===== src/shared/spc_pkg.sv =====
// Shared constants and types for the status pins and power-down block
//==============================================================
// What this block does
// - Status light polarity: autosense by default, fixed high or fixed low
// - Autosense reads the light pin at reset and picks matching drive
// - Fixed high drives the lamp anode, fixed low drives the cathode
// - Function codes 7 to 10 unusable in automatic blink mode
// - Blink mode 1 takes on and off times from the blink register
// - Blink mode 2 sets duty from measured traffic level
// - Reset defaults: blink mode 1, function link up with traffic
// - Light output enabled at reset, pulled up, separate enable bit
// - Link pin asserted when negotiated link flag is set, except in soft power-down
// - Link pin is sampled as port address bit 2 strap at reset
// - Link pin active high by default, polarity bit inverts it
// - Reset pin low holds hardware power-down: all off, pins released
// - Soft power-down: low power, PLL runs, line ignored, link dropped
// - Soft power-down drives MAC outputs low, registers stay reachable
// - Soft power-down entered from strap at reset or request bit
// - Read-only bit shows soft power-down actually reached
// - Clearing request leaves soft power-down and link bring-up starts
// - All straps sampled right after reset, pins then resume function
// - Strap levels load register reset defaults without software
// - Power-down strap 0 means power down after reset, 1 means not
package spc_pkg;
    //==============================================================
    // Widths
    localparam int ADDR_W = 8;
    localparam int DATA_W = 16;
    localparam int TIME_W = 8;
    localparam int WIN_LOG = 4;
    //==============================================================
    // Register offsets
    localparam logic [7:0] OFS_CTRL = 8'h00;
    localparam logic [7:0] OFS_LIGHT = 8'h01;
    localparam logic [7:0] OFS_POL = 8'h02;
    localparam logic [7:0] OFS_BLINK = 8'h03;
    localparam logic [7:0] OFS_LINK = 8'h04;
    //==============================================================
    // Field positions
    localparam int CT_PD_REQ = 0;
    localparam int CT_SOFT_RST = 1;
    localparam int CT_PD_REACHED = 2;
    localparam int LC_FUNC_LSB = 0;
    localparam int LC_MODE = 4;
    localparam int LC_ENABLE = 7;
    localparam int PL_SEL_LSB = 0;
    localparam int PL_SENSED = 2;
    localparam int BT_OFF_LSB = 0;
    localparam int BT_ON_LSB = 8;
    localparam int LK_POL = 0;
    localparam int LK_ADDR2 = 1;
    localparam int LK_PD_STRAP = 2;
    //==============================================================
    // Encodings
    localparam logic [1:0] POL_AUTO = 2'h0;
    localparam logic [1:0] POL_HIGH = 2'h1;
    localparam logic [1:0] POL_LOW = 2'h2;
    localparam logic MODE_ONE = 1'h0;
    localparam logic MODE_TWO = 1'h1;
    localparam logic [3:0] FN_LINK_TRAFFIC = 4'h0;
    localparam logic [3:0] FN_LINK = 4'h1;
    localparam logic [3:0] FN_TRAFFIC = 4'h2;
    localparam logic [3:0] FN_ON = 4'h7;
    localparam logic [3:0] FN_OFF = 4'h8;
    localparam logic [3:0] FN_FREE = 4'h9;
    localparam logic [3:0] FN_NOLINK = 4'ha;
    localparam logic [3:0] FN_MODE1_LO = 4'h7;
    localparam logic [3:0] FN_MODE1_HI = 4'ha;
    //==============================================================
    // Values after reset
    localparam logic [3:0] FUNC_RST = FN_LINK_TRAFFIC;
    localparam logic MODE_RST = MODE_ONE;
    localparam logic EN_RST = 1'h1;
    localparam logic [1:0] POL_RST = POL_AUTO;
    localparam logic [7:0] ON_RST = 8'h04;
    localparam logic [7:0] OFF_RST = 8'h04;
    localparam logic LINK_POL_RST = 1'h0;
    //==============================================================
    // Timing: one blink step
    localparam int CLK_PERIOD_NS = 50;
    localparam int BLINK_UNIT_NS = 1000000;
    localparam int TICK_CYCLES_DEF = BLINK_UNIT_NS / CLK_PERIOD_NS;
    //==============================================================
    // Start-up sequence
    typedef enum logic [1:0] {
        SPC_HOLD = 2'b00,
        SPC_SAMPLE = 2'b01,
        SPC_RUN = 2'b11
    } spc_seq_t;
endpackage : spc_pkg


===== src/shared/spc_blink_if.sv =====
// Control and wave between the top level and the blink generator
`timescale 1ns/1ps
interface spc_blink_if #(parameter int TW = 8);
    logic tick;
    logic mode;
    logic [TW-1:0] onTime;
    logic [TW-1:0] offTime;
    logic active;
    logic wave;
    modport gen(input tick, input mode, input onTime, input offTime, input active,
                output wave);
    modport user(output tick, output mode, output onTime, output offTime,
                 output active, input wave);
endinterface : spc_blink_if


===== src/rtl/spc_blink_gen.sv =====
// Blink waveform generator: fixed on/off times or traffic-driven duty
`timescale 1ns/1ps
module spc_blink_gen #(
    parameter int TW = 8,
    parameter int WL = spc_pkg::WIN_LOG
) (
    // Clock and reset
    input wire logic ref_clk,
    input wire logic sys_rst,
    // Control and wave
    spc_blink_if.gen bl
);
    logic phase;
    logic [TW-1:0] stepCnt;
    logic actSeen;
    logic [WL-1:0] winCnt;
    logic [WL:0] actCnt;
    logic [WL:0] level;
    logic wave;
    logic next_phase;
    logic [TW-1:0] next_stepCnt;
    logic next_actSeen;
    logic [WL-1:0] next_winCnt;
    logic [WL:0] next_actCnt;
    logic [WL:0] next_level;
    logic next_wave;

    //==============================================================
    // Step and window counters
    always_comb begin
        next_phase = phase;
        next_stepCnt = stepCnt;
        // Set wins over the tick that clears it
        next_actSeen = bl.active | (actSeen & ~bl.tick);
        next_winCnt = winCnt;
        next_actCnt = actCnt;
        next_level = level;
        if (bl.tick) begin
            // Zero time still lasts one step
            if (stepCnt >= (phase ? bl.onTime : bl.offTime)) begin
                next_phase = ~phase;
                next_stepCnt = '0;
            end else begin
                next_stepCnt = stepCnt + 1'b1;
            end
            next_winCnt = winCnt + 1'b1;
            if (&winCnt) begin
                next_level = actCnt + {{WL{1'b0}}, actSeen};
                next_actCnt = '0;
            end else begin
                next_actCnt = actCnt + {{WL{1'b0}}, actSeen};
            end
        end
        if (bl.mode == spc_pkg::MODE_TWO) begin
            next_wave = {1'b0, winCnt} < level;
        end else begin
            next_wave = phase;
        end
    end

    always_ff @(posedge ref_clk) begin
        if (sys_rst) begin
            phase <= 1'b0;
            stepCnt <= '0;
            actSeen <= 1'b0;
            winCnt <= '0;
            actCnt <= '0;
            level <= '0;
            wave <= 1'b0;
        end else begin
            phase <= next_phase;
            stepCnt <= next_stepCnt;
            actSeen <= next_actSeen;
            winCnt <= next_winCnt;
            actCnt <= next_actCnt;
            level <= next_level;
            wave <= next_wave;
        end
    end

    assign bl.wave = wave;
endmodule : spc_blink_gen


===== src/rtl/spc_status_power.sv =====
// Status light, link pin, power-down control and strap capture
`timescale 1ns/1ps
module spc_status_power #(
    parameter int TICK_CYCLES = spc_pkg::TICK_CYCLES_DEF,
    parameter int AW = spc_pkg::ADDR_W,
    parameter int DW = spc_pkg::DATA_W,
    parameter int TW = spc_pkg::TIME_W
) (
    // Clock and reset
    input wire logic ref_clk,
    input wire logic sys_rst,
    input wire logic resetPinN,
    // Register port
    input wire logic [AW-1:0] addr,
    input wire logic [DW-1:0] wrData,
    input wire logic wrStb,
    input wire logic rdStb,
    output logic [DW-1:0] rdData,
    // Core status
    input wire logic negotiatedLinkFlag,
    input wire logic txActive,
    input wire logic rxActive,
    input wire logic macRxValid,
    // Status light pin
    input wire logic lightIn,
    output logic lightOut,
    output logic lightOe,
    // Link indicator pin, address bit 2 strap
    input wire logic linkIn,
    output logic linkOut,
    output logic linkOe,
    // Receive-valid pin, power-down strap
    input wire logic rxValidIn,
    output logic rxValidOut,
    output logic rxValidOe,
    // Core control
    output logic linkEnable,
    output logic pllEnable,
    output logic coreLowPower,
    output logic portAddrBit2
);
    localparam int TCW = $clog2(TICK_CYCLES + 1);

    //==============================================================
    // Declarations
    spc_pkg::spc_seq_t state;
    spc_pkg::spc_seq_t next_state;
    logic [TCW-1:0] tickCnt;
    logic [TCW-1:0] next_tickCnt;
    logic tick;
    logic next_tick;
    logic pdReq;
    logic pdReached;
    logic [3:0] funcSel;
    logic blinkMode;
    logic lightEn;
    logic [1:0] polSel;
    logic sensedActiveLow;
    logic [TW-1:0] onTime;
    logic [TW-1:0] offTime;
    logic linkPol;
    logic addrBit2;
    logic pdStrap;
    logic next_pdReq;
    logic next_pdReached;
    logic [3:0] next_funcSel;
    logic next_blinkMode;
    logic next_lightEn;
    logic [1:0] next_polSel;
    logic next_sensedActiveLow;
    logic [TW-1:0] next_onTime;
    logic [TW-1:0] next_offTime;
    logic next_linkPol;
    logic next_addrBit2;
    logic next_pdStrap;
    logic [DW-1:0] next_rdData;
    logic next_lightOut;
    logic next_lightOe;
    logic next_linkOut;
    logic next_linkOe;
    logic next_rxValidOut;
    logic next_rxValidOe;
    logic next_linkEnable;
    logic next_pllEnable;
    logic next_coreLowPower;
    logic running;
    logic softRstWr;
    logic lit;
    logic activeLow;
    logic traffic;
    logic linkUp;
    logic nextRun;

    spc_blink_if #(.TW(TW)) blink ();

    //==============================================================
    // Register access helpers
    // Hardware power-down: nothing reaches the registers
    assign running = (state == spc_pkg::SPC_RUN) && resetPinN;
    assign softRstWr = running && wrStb && (addr == AW'(spc_pkg::OFS_CTRL))
                       && wrData[spc_pkg::CT_SOFT_RST];
    assign traffic = txActive | rxActive;
    assign linkUp = negotiatedLinkFlag & ~pdReq;

    //==============================================================
    // Start-up sequencer
    always_comb begin
        next_state = state;
        unique case (state)
            spc_pkg::SPC_HOLD: next_state = spc_pkg::SPC_SAMPLE;
            spc_pkg::SPC_SAMPLE: next_state = spc_pkg::SPC_RUN;
            spc_pkg::SPC_RUN: begin
                if (softRstWr) begin
                    next_state = spc_pkg::SPC_HOLD;
                end
            end
            default: next_state = spc_pkg::SPC_HOLD;
        endcase
        if (!resetPinN) begin
            next_state = spc_pkg::SPC_HOLD;
        end
    end

    always_ff @(posedge ref_clk) begin
        if (sys_rst) begin
            state <= spc_pkg::SPC_HOLD;
        end else begin
            state <= next_state;
        end
    end

    assign nextRun = (next_state == spc_pkg::SPC_RUN);

    //==============================================================
    // Blink step timer
    always_comb begin
        next_tick = 1'b0;
        next_tickCnt = tickCnt + 1'b1;
        if (tickCnt == TCW'(TICK_CYCLES - 1)) begin
            next_tickCnt = '0;
            next_tick = 1'b1;
        end
    end

    always_ff @(posedge ref_clk) begin
        if (sys_rst) begin
            tickCnt <= '0;
            tick <= 1'b0;
        end else begin
            tickCnt <= next_tickCnt;
            tick <= next_tick;
        end
    end

    //==============================================================
    // Registers and strap capture
    always_comb begin
        next_pdReq = pdReq;
        next_funcSel = funcSel;
        next_blinkMode = blinkMode;
        next_lightEn = lightEn;
        next_polSel = polSel;
        next_sensedActiveLow = sensedActiveLow;
        next_onTime = onTime;
        next_offTime = offTime;
        next_linkPol = linkPol;
        next_addrBit2 = addrBit2;
        next_pdStrap = pdStrap;
        next_pdReached = running && pdReq;
        next_rdData = '0;
        if (state == spc_pkg::SPC_HOLD) begin
            next_funcSel = spc_pkg::FUNC_RST;
            next_blinkMode = spc_pkg::MODE_RST;
            next_lightEn = spc_pkg::EN_RST;
            next_polSel = spc_pkg::POL_RST;
            next_onTime = spc_pkg::ON_RST;
            next_offTime = spc_pkg::OFF_RST;
            next_linkPol = spc_pkg::LINK_POL_RST;
        end else if (state == spc_pkg::SPC_SAMPLE) begin
            // Pull-up still high means lamp hangs from supply
            next_sensedActiveLow = lightIn;
            next_addrBit2 = linkIn;
            next_pdStrap = rxValidIn;
            next_pdReq = ~rxValidIn;
        end else if (running && wrStb) begin
            // Host may overwrite only the strap-derived pdReq; addrBit2, pdStrap and sensed polarity stay
            unique case (addr)
                AW'(spc_pkg::OFS_CTRL): begin
                    next_pdReq = wrData[spc_pkg::CT_PD_REQ];
                end
                AW'(spc_pkg::OFS_LIGHT): begin
                    next_funcSel = wrData[spc_pkg::LC_FUNC_LSB +: 4];
                    next_blinkMode = wrData[spc_pkg::LC_MODE];
                    next_lightEn = wrData[spc_pkg::LC_ENABLE];
                end
                AW'(spc_pkg::OFS_POL): begin
                    next_polSel = wrData[spc_pkg::PL_SEL_LSB +: 2];
                end
                AW'(spc_pkg::OFS_BLINK): begin
                    next_onTime = wrData[spc_pkg::BT_ON_LSB +: TW];
                    next_offTime = wrData[spc_pkg::BT_OFF_LSB +: TW];
                end
                AW'(spc_pkg::OFS_LINK): begin
                    next_linkPol = wrData[spc_pkg::LK_POL];
                end
                default: begin
                end
            endcase
        end
        if (running && rdStb) begin
            // Unmapped offsets read zero
            unique case (addr)
                AW'(spc_pkg::OFS_CTRL): begin
                    next_rdData[spc_pkg::CT_PD_REQ] = pdReq;
                    next_rdData[spc_pkg::CT_PD_REACHED] = pdReached;
                end
                AW'(spc_pkg::OFS_LIGHT): begin
                    next_rdData[spc_pkg::LC_FUNC_LSB +: 4] = funcSel;
                    next_rdData[spc_pkg::LC_MODE] = blinkMode;
                    next_rdData[spc_pkg::LC_ENABLE] = lightEn;
                end
                AW'(spc_pkg::OFS_POL): begin
                    next_rdData[spc_pkg::PL_SEL_LSB +: 2] = polSel;
                    next_rdData[spc_pkg::PL_SENSED] = sensedActiveLow;
                end
                AW'(spc_pkg::OFS_BLINK): begin
                    next_rdData[spc_pkg::BT_ON_LSB +: TW] = onTime;
                    next_rdData[spc_pkg::BT_OFF_LSB +: TW] = offTime;
                end
                AW'(spc_pkg::OFS_LINK): begin
                    next_rdData[spc_pkg::LK_POL] = linkPol;
                    next_rdData[spc_pkg::LK_ADDR2] = addrBit2;
                    next_rdData[spc_pkg::LK_PD_STRAP] = pdStrap;
                end
                default: begin
                end
            endcase
        end
    end

    always_ff @(posedge ref_clk) begin
        if (sys_rst) begin
            pdReq <= 1'b1;
            pdReached <= 1'b0;
            funcSel <= spc_pkg::FUNC_RST;
            blinkMode <= spc_pkg::MODE_RST;
            lightEn <= spc_pkg::EN_RST;
            polSel <= spc_pkg::POL_RST;
            sensedActiveLow <= 1'b0;
            onTime <= spc_pkg::ON_RST;
            offTime <= spc_pkg::OFF_RST;
            linkPol <= spc_pkg::LINK_POL_RST;
            addrBit2 <= 1'b0;
            pdStrap <= 1'b0;
            rdData <= '0;
        end else begin
            pdReq <= next_pdReq;
            pdReached <= next_pdReached;
            funcSel <= next_funcSel;
            blinkMode <= next_blinkMode;
            lightEn <= next_lightEn;
            polSel <= next_polSel;
            sensedActiveLow <= next_sensedActiveLow;
            onTime <= next_onTime;
            offTime <= next_offTime;
            linkPol <= next_linkPol;
            addrBit2 <= next_addrBit2;
            pdStrap <= next_pdStrap;
            rdData <= next_rdData;
        end
    end

    //==============================================================
    // Blink generator
    assign blink.tick = tick;
    assign blink.mode = blinkMode;
    assign blink.onTime = onTime;
    assign blink.offTime = offTime;
    assign blink.active = traffic;

    spc_blink_gen #(
        .TW(TW),
        .WL(spc_pkg::WIN_LOG)
    ) u_blink (
        .ref_clk(ref_clk),
        .sys_rst(sys_rst),
        .bl(blink)
    );

    //==============================================================
    // Light function select
    always_comb begin
        lit = 1'b0;
        case (funcSel)
            spc_pkg::FN_LINK_TRAFFIC: lit = linkUp & (traffic ? blink.wave : 1'b1);
            spc_pkg::FN_LINK: lit = linkUp;
            spc_pkg::FN_TRAFFIC: lit = traffic & blink.wave;
            spc_pkg::FN_ON: lit = 1'b1;
            spc_pkg::FN_OFF: lit = 1'b0;
            spc_pkg::FN_FREE: lit = blink.wave;
            spc_pkg::FN_NOLINK: lit = ~linkUp;
            default: lit = 1'b0;
        endcase
        // Codes that need fixed timing stay dark in mode 2
        if (blinkMode == spc_pkg::MODE_TWO && funcSel >= spc_pkg::FN_MODE1_LO
            && funcSel <= spc_pkg::FN_MODE1_HI) begin
            lit = 1'b0;
        end
    end

    always_comb begin
        unique case (polSel)
            spc_pkg::POL_HIGH: activeLow = 1'b0;
            spc_pkg::POL_LOW: activeLow = 1'b1;
            default: activeLow = sensedActiveLow;
        endcase
    end

    //==============================================================
    // Pin and core control outputs
    // Built from the next state so pins release on the same edge
    always_comb begin
        next_lightOe = nextRun && lightEn;
        next_lightOut = lit ^ activeLow;
        next_linkOe = nextRun;
        next_linkOut = linkUp ^ linkPol;
        next_rxValidOe = nextRun;
        next_rxValidOut = macRxValid & ~pdReq;
        next_linkEnable = nextRun && !pdReq;
        next_pllEnable = (next_state != spc_pkg::SPC_HOLD);
        next_coreLowPower = !nextRun || pdReq;
    end

    always_ff @(posedge ref_clk) begin
        if (sys_rst) begin
            lightOut <= 1'b0;
            lightOe <= 1'b0;
            linkOut <= 1'b0;
            linkOe <= 1'b0;
            rxValidOut <= 1'b0;
            rxValidOe <= 1'b0;
            linkEnable <= 1'b0;
            pllEnable <= 1'b0;
            coreLowPower <= 1'b1;
            portAddrBit2 <= 1'b0;
        end else begin
            lightOut <= next_lightOut;
            lightOe <= next_lightOe;
            linkOut <= next_linkOut;
            linkOe <= next_linkOe;
            rxValidOut <= next_rxValidOut;
            rxValidOe <= next_rxValidOe;
            linkEnable <= next_linkEnable;
            pllEnable <= next_pllEnable;
            coreLowPower <= next_coreLowPower;
            portAddrBit2 <= next_addrBit2;
        end
    end
endmodule : spc_status_power


===== config.mk =====
export PLATFORM = sky130hd
export DESIGN_NAME = spc_status_power
export DESIGN_NICKNAME = d
export VERILOG_FILES = /design/src/shared/spc_pkg.sv /design/src/shared/spc_blink_if.sv /design/src/rtl/spc_blink_gen.sv /design/src/rtl/spc_status_power.sv
export SDC_FILE = /design/constraint.sdc
export NUM_CORES = 1
export LEC_CHECK = 0
export BUFFER_PORTS_ARGS = -buffer_cell sky130_fd_sc_hd__buf_4
export CORE_MARGIN = 2
export CORE_UTILIZATION = 29
export CTS_BUF_LIST = sky130_fd_sc_hd__clkbuf_2 sky130_fd_sc_hd__clkbuf_4 sky130_fd_sc_hd__clkbuf_8
export DETAILED_ROUTE_END_ITERATION = 8
export SLEW_MARGIN = 10
export SYNTH_ARGS = -nofsm -noshare
export SYNTH_HDL_FRONTEND = slang
export SYNTH_SLANG_ARGS = --single-unit

===== constraint.sdc =====
create_clock -name ref_clk -period 4.6 [get_ports ref_clk]
set_clock_uncertainty 0.2 [all_clocks]
set_input_delay 0.92 -clock ref_clk [delete_from_list [all_inputs] [get_ports ref_clk]]
set_output_delay 0.92 -clock ref_clk [all_outputs]
set_load 0.005 [all_outputs]

==> flow_metrics.env, run 1 <==
export IMPL_run_status="finished clean"
export IMPL_gp_congestion=0.7655
export IMPL_synthCells=453
export IMPL_core_area_sq_um=14370
export IMPL_drc=0
export IMPL_drive_gt1_frac=0.1663
export IMPL_crit_chain="buf_4 > or4_1 > or3_1 > nor2_1 > a22o_1"
export IMPL_syn_avg_cell_area_sq_um=9.280
export IMPL_power_mw=1.414
export IMPL_cts_buffers=9
export IMPL_dp_hpwl_um=6460
export IMPL_slowest_stage="nor2_1"
export IMPL_crit_type="primary input to flip-flop"
export IMPL_grt_pass1_wl_um=14480
export IMPL_routed_top_layer="met4"
export IMPL_p_per_area_nw_per_um2=285.2
export IMPL_holdBufCountCts=0
export IMPL_synth_common_cells="dfxtp_1, nor2_1, mux2i_1, nand2_1, a21oi_1"
export IMPL_rows=44
export IMPL_max_stage_delay_ns=0.61
export IMPL_drt_wirelength_per_cell_um=12.45
export IMPL_met1_length_um=4045
export IMPL_wirelength_um=8651
export IMPL_peakVddDrop_uv=146.6
export IMPL_synth_seq_cells=97
export IMPL_setup_viol=0
export IMPL_clockBufferDepth=2
export IMPL_first_pass_iters=4
export IMPL_clock_root_buffer="clkbuf_8"
export IMPL_async_flop_share=0
export IMPL_grt_pass1_vias=3106
export IMPL_crit_path_max_fanout=13
export IMPL_hold_violations=0
export IMPL_tns_ns=0
export IMPL_syn_area_sq_um=4204
export IMPL_portBuffers=61
export IMPL_cts_resized=0
export IMPL_final_antenna_net_count=0
export IMPL_netlist_top_cells_area="dfxtp_1, mux2i_1, nor2_1"
export IMPL_cts_clk_slew_worst_paths_ns=0.09
export IMPL_dieArea_sq_um=15480
export IMPL_n_fill_cell=1476
export IMPL_cts_tree="done"
export IMPL_dr_first_iter_drc_count=122
export IMPL_cts_sinks=97
export IMPL_grt_max_degree=36
export IMPL_grt_overflow_total=0
export IMPL_cp_data_required_time_ns=4.71
export IMPL_yosysTopAreaCellShare=0.4619
export IMPL_antenna_found_initial=0
export IMPL_die_w_um=124.4
export IMPL_area_delta_synth_final_pct=17.89
export IMPL_avgViaCountPerCell=4.560
export IMPL_post_cts_buffers=0
export IMPL_diodes=0
export IMPL_syn_nets=506
export IMPL_wl_met3_um=374
export IMPL_synth_seq_area_share=0.4619
export IMPL_crit_path_start_kind="primary input"
export IMPL_post_route_min_period_ns=2.778
export IMPL_htree_levels=3
export IMPL_grt_use_total=0.1129
export IMPL_yosysTopAreaCell="dfxtp_1"
export IMPL_rsz0062_at_grt="no"
export IMPL_drv_cap=0
export IMPL_synth_edf_count=0
export IMPL_report_final_slew_viol_count=0
export IMPL_pin_count=62
export IMPL_worst_setup_path_end_kind="flip-flop"
export IMPL_start_util=0.2926
export IMPL_num_vias=3169
export IMPL_nets=560
export IMPL_die_h_um=124.4
export IMPL_yosysWarnings=0
export IMPL_max_freq_mhz=360.0
export IMPL_synth_flop_cell="dfxtp_1"
export IMPL_synth_most_common_cell="dfxtp_1"
export IMPL_relSlewSlack=0.4127
export IMPL_ys_types=48
export IMPL_finalCritPeriodShare=0.6039
export IMPL_p_leak_nw=2.023
export IMPL_hold_class="flip-flop to flip-flop"
export IMPL_wl_met2_um=4146
export IMPL_worstSkewPairLatency_ns=0.36
export IMPL_cp_arrival_ns=2.89
export IMPL_tightestPinTransition_ns=0.8809
## final timing paths
kind / from / endpoint / slack (ns) / cells after the start
worst max-delay path: addr[5] / rdData[3]$_SDFF_PP0_ / 1.82 / 5
worst min register to register: tickCnt[0]$_SDFF_PP0_ / tickCnt[0]$_SDFF_PP0_ / 0.28 / 1
worst min-delay path: tickCnt[0]$_SDFF_PP0_ / tickCnt[0]$_SDFF_PP0_ / 0.28 / 1
worst max register to register: u_blink.phase$_SDFFE_PP0P_ / u_blink.stepCnt[5]$_SDFFE_PP0P_ / 1.99 / 7
## where the power goes
group          internal [mW]  switching [mW]  total, mW
Combinational         0.0341          0.0344     0.0685
Sequential             0.846         0.00573      0.852
Clock                  0.208           0.286      0.493
## worst max-delay path: cells and delay by family
kind / cells / cell delay, ns
AOI/OAI and AO/OA: 1 / 0.25
buffers and inverters: 1 / 0.10
and+or+nand+nor: 3 / 1.60
## cell usage in the layout (no fill, tap or decap), drive strengths merged, types with 4 or more instances in the layout
| cell | Yosys | routed |
|---|---|---|
| ha | 17 | 17 |
| a21oi | 22 | 22 |
| nand2b | 6 | 6 |
| xnor2 | 12 | 12 |
| clkbuf | 12 | 11 |
| inv | 13 | 13 |
| nor2 | 91 | 91 |
| nor2b | 8 | 8 |
| nand2 | 24 | 24 |
| nand4 | 8 | 8 |
| nor3 | 5 | 5 |
| and2 | 13 | 13 |
| mux2 | 5 | 5 |
| mux2i | 40 | 40 |
| o21ai | 6 | 6 |
| dfxtp | 97 | 97 |
| clkinv | 0 | 4 |
| buf | 7 | 62 |
| xor2 | 15 | 15 |
| nand3 | 11 | 11 |
## routing by layer
layer | GRT usage | up-vias
li1 | - | 1640
met1 | 0.1373 | 1469
met3 | 0.04167 | 6
met4 | 0.03040 | 0
met5 | 0 | -
met2 | 0.1880 | 54
## cells by family after synthesis
kind of cell               count (synthesis)  synth area share
and+or+nand+nor                          187            0.2122
DFF                                       97            0.4619
AOI/OAI and AO/OA                         48           0.07173
muxes                                     45            0.1086
buffers and inverters                     32           0.03869
xor gates and xnor gates                  27           0.05625
adders and majority gates                 17           0.05059
## stage by stage
stage | cells | worst slack [ns] | cell area (sq um) | util | hold WS [ns]
3_5_place_dp | 680 | 1.436 | 4786 | 0.3331 | 0.2684
6_report | 695 | 1.822 | 4956 | 0.3449 | 0.2793
3_3_place_gp | 680 | 1.471 | 4786 | 0.3331 | 0.2425
4_1_cts | 695 | 1.838 | 4956 | 0.3449 | 0.2805
5_1_grt | 695 | 1.707 | 4956 | 0.3449 | 0.3019
2_1_floorplan | 453 | 1.875 | 4204 | - | 0.2297
## layout make-up
class | count | area (sq um) | area share
inverter | 13 | 48.80 | 0.009846
timing repair buffer | 62 | 465.4 | 0.09392
sequential | 97 | 1942 | 0.3918
clock inverter | 4 | 31.28 | 0.006312
multi-input combinational | 324 | 2100 | 0.4236
tap | 184 | 230.2 | 0.04645
clock buffer | 11 | 138.9 | 0.02802
## registers in the layout, indices dropped and copies added (netlist names), 2 cells and up
register and flops:
u_blink.level 5, blink.onTime 8, blink.offTime 8, u_blink.winCnt 4, state 2, polSel 2
funcSel 4, u_blink.actCnt 5, tickCnt 15, u_blink.stepCnt 8, rdData 16
No activity file was read; power rests on OpenSTA's default activity.
==> inputs of run 2 (changes only) <==
==> constraint.sdc (replaced) <==
create_clock -name ref_clk -period 2.9 [get_ports ref_clk]
set_clock_uncertainty 0.2 [all_clocks]
set_input_delay 0.58 -clock ref_clk [delete_from_list [all_inputs] [get_ports ref_clk]]
set_output_delay 0.58 -clock ref_clk [all_outputs]
set_load 0.005 [all_outputs]
==> run 2 against run 1 <==
Via count is 2.6% higher. Non-clock buffer count is 4 higher. Utilization is 0.43 points higher. Critical path depth is 2 higher. Power is 66% higher.
==> flow_metrics.env, run 2 (same netlist as run 1, synthesis figures left out) <==
export IMPL_die_w_um=124.4
export IMPL_cts_tree="done"
export IMPL_cp_data_required_time_ns=3.00
export IMPL_drt_wirelength_per_cell_um=12.42
export IMPL_dp_hpwl_um=6589
export IMPL_worst_setup_path_end_kind="flip-flop"
export IMPL_finalCritPeriodShare=0.8433
export IMPL_grt_max_degree=35
export IMPL_grt_pass1_vias=3226
export IMPL_p_per_area_nw_per_um2=469.0
export IMPL_final_antenna_net_count=0
export IMPL_crit_chain="mux2_2 > ha_1 > nand2b_1 > a21oi_1 > o21ai_0 > a311o_1 > nor2_1"
export IMPL_cts_clk_slew_worst_paths_ns=0.10
export IMPL_cts_resized=0
export IMPL_largest_reg_flops=16
export IMPL_largest_register="rdData"
export IMPL_antenna_found_initial=0
export IMPL_wirelength_um=8693
export IMPL_final_cell_mix="dfxtp_1, nor2_1, buf_4"
export IMPL_grt_overflow_total=0
export IMPL_grt_pass1_wl_um=14960
export IMPL_max_freq_mhz=408.9
export IMPL_post_cts_buffers=0
export IMPL_rows=44
export IMPL_peakVddDrop_uv=294.9
export IMPL_worstSkewPairLatency_ns=0.37
export IMPL_gp_congestion=0.7915
export IMPL_dr_first_iter_drc_count=100
export IMPL_core_area_sq_um=14370
export IMPL_drv_cap=0
export IMPL_nets=564
export IMPL_slowest_stage="dfxtp_1"
export IMPL_cp_arrival_ns=2.55
export IMPL_relSlewSlack=0.6278
export IMPL_dp_slack_ns=0.3522
export IMPL_p_leak_nw=2.059
export IMPL_start_util=0.2926
export IMPL_num_vias=3251
export IMPL_htree_levels=3
export IMPL_cts_buffers=9
export IMPL_tightestPinTransition_ns=0.5575
export IMPL_drc=0
export IMPL_crit_path_max_fanout=8
export IMPL_avgViaCountPerCell=4.644
export IMPL_first_pass_iters=4
export IMPL_pin_count=62
export IMPL_hold_class="primary input to flip-flop"
export IMPL_max_stage_delay_ns=0.53
export IMPL_drive_gt1_frac=0.1744
export IMPL_cts_sinks=97
export IMPL_n_fill_cell=1470
export IMPL_holdBufCountCts=0
export IMPL_final_common_cell="dfxtp_1"
export IMPL_setup_slack_ns=0.4543
export IMPL_reg2reg_slack_ns=0.45
export IMPL_run_status="finished clean"
export IMPL_clock_root_buffer="clkbuf_8"
export IMPL_tns_ns=0
export IMPL_grt_use_total=0.1179
export IMPL_crit_path_start_kind="flip-flop"
export IMPL_dieArea_sq_um=15480
export IMPL_rsz0062_at_grt="no"
export IMPL_post_route_min_period_ns=2.446
export IMPL_setup_viol=0
export IMPL_report_final_slew_viol_count=0
export IMPL_crit_type="flip-flop to flip-flop"
export IMPL_fin_area_sq_um=5017
export IMPL_hold_violations=0
export IMPL_placed_area_sq_um=4816
export IMPL_fin_util=0.3492
export IMPL_area_delta_synth_final_pct=19.35
export IMPL_portBuffers=61
export IMPL_diodes=0
export IMPL_hold_ws_ns=0.2210
export IMPL_top_regs="rdData x16, tickCnt x15"
export IMPL_die_h_um=124.4
export IMPL_clockBufferDepth=2
run 2: cell count changes in the layout (fill, tap and decap cells not counted):
cell | before | now
clkinv_2 | 1 | 2
clkinv_4 | 3 | 2
bufinv_16 | 0 | 1
buf_4 | 62 | 66
inv_6 | 0 | 1
inv_8 | 0 | 1
clkbuf_4 | 2 | 0
run 2: path summary, 6_finish.rpt:
path | startpoint | depth (start not counted) | endpoint
max | u_blink.phase$_SDFFE_PP0P_ | 7 | u_blink.stepCnt[2]$_SDFFE_PP0P_
min | wrData[10] | 3 | blink.onTime[2]$_SDFFE_PP1P_
max reg2reg | u_blink.phase$_SDFFE_PP0P_ | 7 | u_blink.stepCnt[2]$_SDFFE_PP0P_
min reg2reg | u_blink.level[4]$_SDFFE_PP0P_ | 2 | u_blink.bl.wave$_SDFF_PP0_
run 2: layout make-up:
| type | count | area, sq um | area share |
|---|---|---|---|
| multi-input cells | 324 | 2100 | 0.4185 |
| flip-flops and latches | 97 | 1942 | 0.3870 |
| repair buffers | 66 | 495.5 | 0.09875 |
| well taps | 184 | 230.2 | 0.04589 |
| clock buffers | 9 | 123.9 | 0.02469 |
| clock inverters | 7 | 77.57 | 0.01546 |
| inverters | 13 | 48.80 | 0.009726 |
run 2: per-layer routing:
layer,share of wire,global-route usage
met5,0,0
met4,0.017,0.04759
met3,0.036,0.03179
met2,0.49,0.2022
met1,0.46,0.1395
run 2: worst max-delay path, delay by kind of cell (launching register included):
kind | cells | cell delay (ns)
flip-flops | 1 | 0.53
AND/OR/NAND/NOR | 2 | 0.28
multiplexers | 1 | 0.38
AO/OA/AOI/OAI | 3 | 0.74
adder cells (fa/ha/maj) | 1 | 0.26
run 2: stage by stage:
stage                     total power, mW  instances
final                               2.353        700
after global routing                2.454        700
after CTS                           2.393        700
after detailed placement            1.495        684
after global placement              1.493        684
after floorplan                     1.433        453
run 2: where the power goes:
group | leakage, nW | switching (mW) | internal, mW | total [mW]
logic | 1.17 | 0.0558 | 0.0551 | 0.111
clock network | 0.105 | 0.483 | 0.408 | 0.891
registers | 0.784 | 0.00942 | 1.34 | 1.35
total | 2.06 | 0.549 | 1.80 | 2.35
==> inputs of run 3 (changes only) <==
==> constraint.sdc (replaced) <==
create_clock -name ref_clk -period 2.2 [get_ports ref_clk]
set_clock_uncertainty 0.2 [all_clocks]
set_input_delay 0.44 -clock ref_clk [delete_from_list [all_inputs] [get_ports ref_clk]]
set_output_delay 0.44 -clock ref_clk [all_outputs]
set_load 0.005 [all_outputs]
==> run 3 against run 2 <==
Power up 32%. Worst setup slack worse by 0.40 ns. Worst hold slack worse by 0.13 ns. Sequential cell count stayed put. Critical path type unchanged. Largest power group unchanged.
==> flow_metrics.env, run 3 (same netlist as run 1, synthesis figures left out) <==
export IMPL_placed_area_sq_um=4901
export IMPL_post_route_min_period_ns=2.146
export IMPL_crit_path_max_fanout=3
export IMPL_fin_area_sq_um=5145
export IMPL_first_pass_iters=4
export IMPL_sequentialPowerShare=0.574
export IMPL_busiest_layer="met2"
export IMPL_tightestPinTransition_ns=0.4803
export IMPL_hold_violations=0
export IMPL_p_leak_nw=2.124
export IMPL_worstSkewPairLatency_ns=0.37
export IMPL_grt_max_degree=35
export IMPL_crit_type="flip-flop to flip-flop"
export IMPL_die_w_um=124.4
export IMPL_dieArea_sq_um=15480
export IMPL_setup_viol=0
export IMPL_grt_use_total=0.1205
export IMPL_cts_clk_slew_worst_paths_ns=0.09
export IMPL_fin_cells=710
export IMPL_rows=44
export IMPL_top_regs="rdData x16, tickCnt x15"
export IMPL_start_util=0.2926
export IMPL_cts_tree="done"
export IMPL_n_fill_cell=1470
export IMPL_dr_first_iter_drc_count=172
export IMPL_report_final_slew_viol_count=0
export IMPL_cts_sinks=97
export IMPL_max_freq_mhz=465.9
export IMPL_tns_ns=0
export IMPL_multi_input_area_sq_um=2147
export IMPL_p_per_area_nw_per_um2=603.6
export IMPL_largest_reg_flops=16
export IMPL_final_common_cell="dfxtp_1"
export IMPL_p_int_mw=2.397
export IMPL_area_delta_synth_final_pct=22.38
export IMPL_grt_overflow_total=0
export IMPL_clock_root_buffer="clkbuf_8"
export IMPL_rsz0062_at_grt="yes"
export IMPL_dp_cells=694
export IMPL_nets=575
export IMPL_met3_usage=0.03050
export IMPL_swShare=0.2281
export IMPL_htree_levels=3
export IMPL_drt_wirelength_per_cell_um=12.72
export IMPL_clockBufferDepth=2
export IMPL_dp_hpwl_um=6800
export IMPL_hold_class="primary input to flip-flop"
export IMPL_pin_count=62
export IMPL_antenna_found_initial=0
export IMPL_p_clk_frac=0.377
export IMPL_setup_slack_ns=0.05382
export IMPL_power_mw=3.106
export IMPL_avgViaCountPerCell=4.604
export IMPL_worst_setup_path_end_kind="flip-flop"
export IMPL_peakVddDrop_uv=253.5
export IMPL_grt_met2_usage=0.2022
export IMPL_slowest_stage="dfxtp_2"
export IMPL_relSlewSlack=0.6791
export IMPL_drive_gt1_frac=0.2148
export IMPL_largest_register="rdData"
export IMPL_wirelength_um=9033
export IMPL_cp_arrival_ns=2.21
export IMPL_grtUsageMet1=0.1471
export IMPL_drv_cap=0
export IMPL_p_switching_mw=0.7082
export IMPL_drc=0
export IMPL_gp_congestion=0.8093
export IMPL_crit_chain="mux2_2 > ha_1 > nand2b_4 > a21oi_2 > o21ai_2 > a31oi_2 > mux2_4"
export IMPL_portBuffers=61
export IMPL_grt_pass1_wl_um=15200
export IMPL_cts_buffers=9
export IMPL_fin_util=0.3581
export IMPL_num_vias=3269
export IMPL_core_area_sq_um=14370
export IMPL_crit_path_start_kind="flip-flop"
export IMPL_max_stage_delay_ns=0.37
export IMPL_holdBufCountCts=0
export IMPL_final_cell_mix="dfxtp_1, nor2_1, buf_4"
export IMPL_die_h_um=124.4
export IMPL_grt_pass1_vias=3201
export IMPL_final_antenna_net_count=0
export IMPL_diodes=0
export IMPL_cp_data_required_time_ns=2.26
export IMPL_register_area_sq_um=1943
export IMPL_dp_slack_ns=-0.1572
export IMPL_hold_ws_ns=0.09455
export IMPL_finalCritPeriodShare=0.9755
export IMPL_run_status="finished clean"
export IMPL_p_comb_frac=0.050
-- run 3: changes by cell type in the layout (fill, tap and decap cells not counted), sizes merged --
cell      previous run  this run
clkinvlp             0         1
inv                 15        13
buf                 66        77
clkinv               4         2
clkbuf               9        11
-- run 3: routing by layer --
layer / up-vias / share of wire
met4: 0 / 0.018
met2: 59 / 0.48
met3: 10 / 0.044
met5: - / 0
li1: 1676 / -
met1: 1524 / 0.45
-- run 3: area by class of cell --
type                       instances  area share
timing repair buffer              77      0.1131
clock inverter                     4     0.01070
tap                              184     0.04475
multi-input combinational        324      0.4173
sequential                        97      0.3777
inverter                          13    0.009484
clock buffer                      11     0.02699
-- run 3: final timing paths --
path              cells after the start                  startpoint                      endpoint  slack (ns)
setup reg to reg                      7  u_blink.phase$_SDFFE_PP0P_    u_blink.phase$_SDFFE_PP0P_        0.05
hold reg to reg                       1       tickCnt[0]$_SDFF_PP0_         tickCnt[0]$_SDFF_PP0_        0.27
hold / removal                        3                  wrData[10]  blink.onTime[2]$_SDFFE_PP1P_        0.09
setup / recovery                      7  u_blink.phase$_SDFFE_PP0P_    u_blink.phase$_SDFFE_PP0P_        0.05
-- run 3: repair_timing --
action | in CTS | in global routing
buffers inserted | 0 | 1
pin swaps | 1 | 13
gates cloned | 0 | 0
setup endpoints to repair | 1 | 9
gates resized for setup | 1 | 13
hold endpoints to repair | 0 | 0
-- run 3: power by group through the flow --
stage / registers, mW / clock network [mW] / logic [mW]
3_5_place_dp: 1.82 / 0 / 0.155
6_report: 1.78 / 1.17 / 0.154
4_1_cts: 1.78 / 1.21 / 0.155
3_3_place_gp: 1.82 / 0 / 0.153
2_1_floorplan: 1.82 / 0 / 0.0721
5_1_grt: 1.78 / 1.26 / 0.170
-- run 3: critical path: cells and delay by family, from the launching register on --
family / cells / cell delay [ns]
mux: 2 / 0.66
flops: 1 / 0.37
compound gates: 3 / 0.41
fa+ha+maj: 1 / 0.27
simple gates: 1 / 0.14
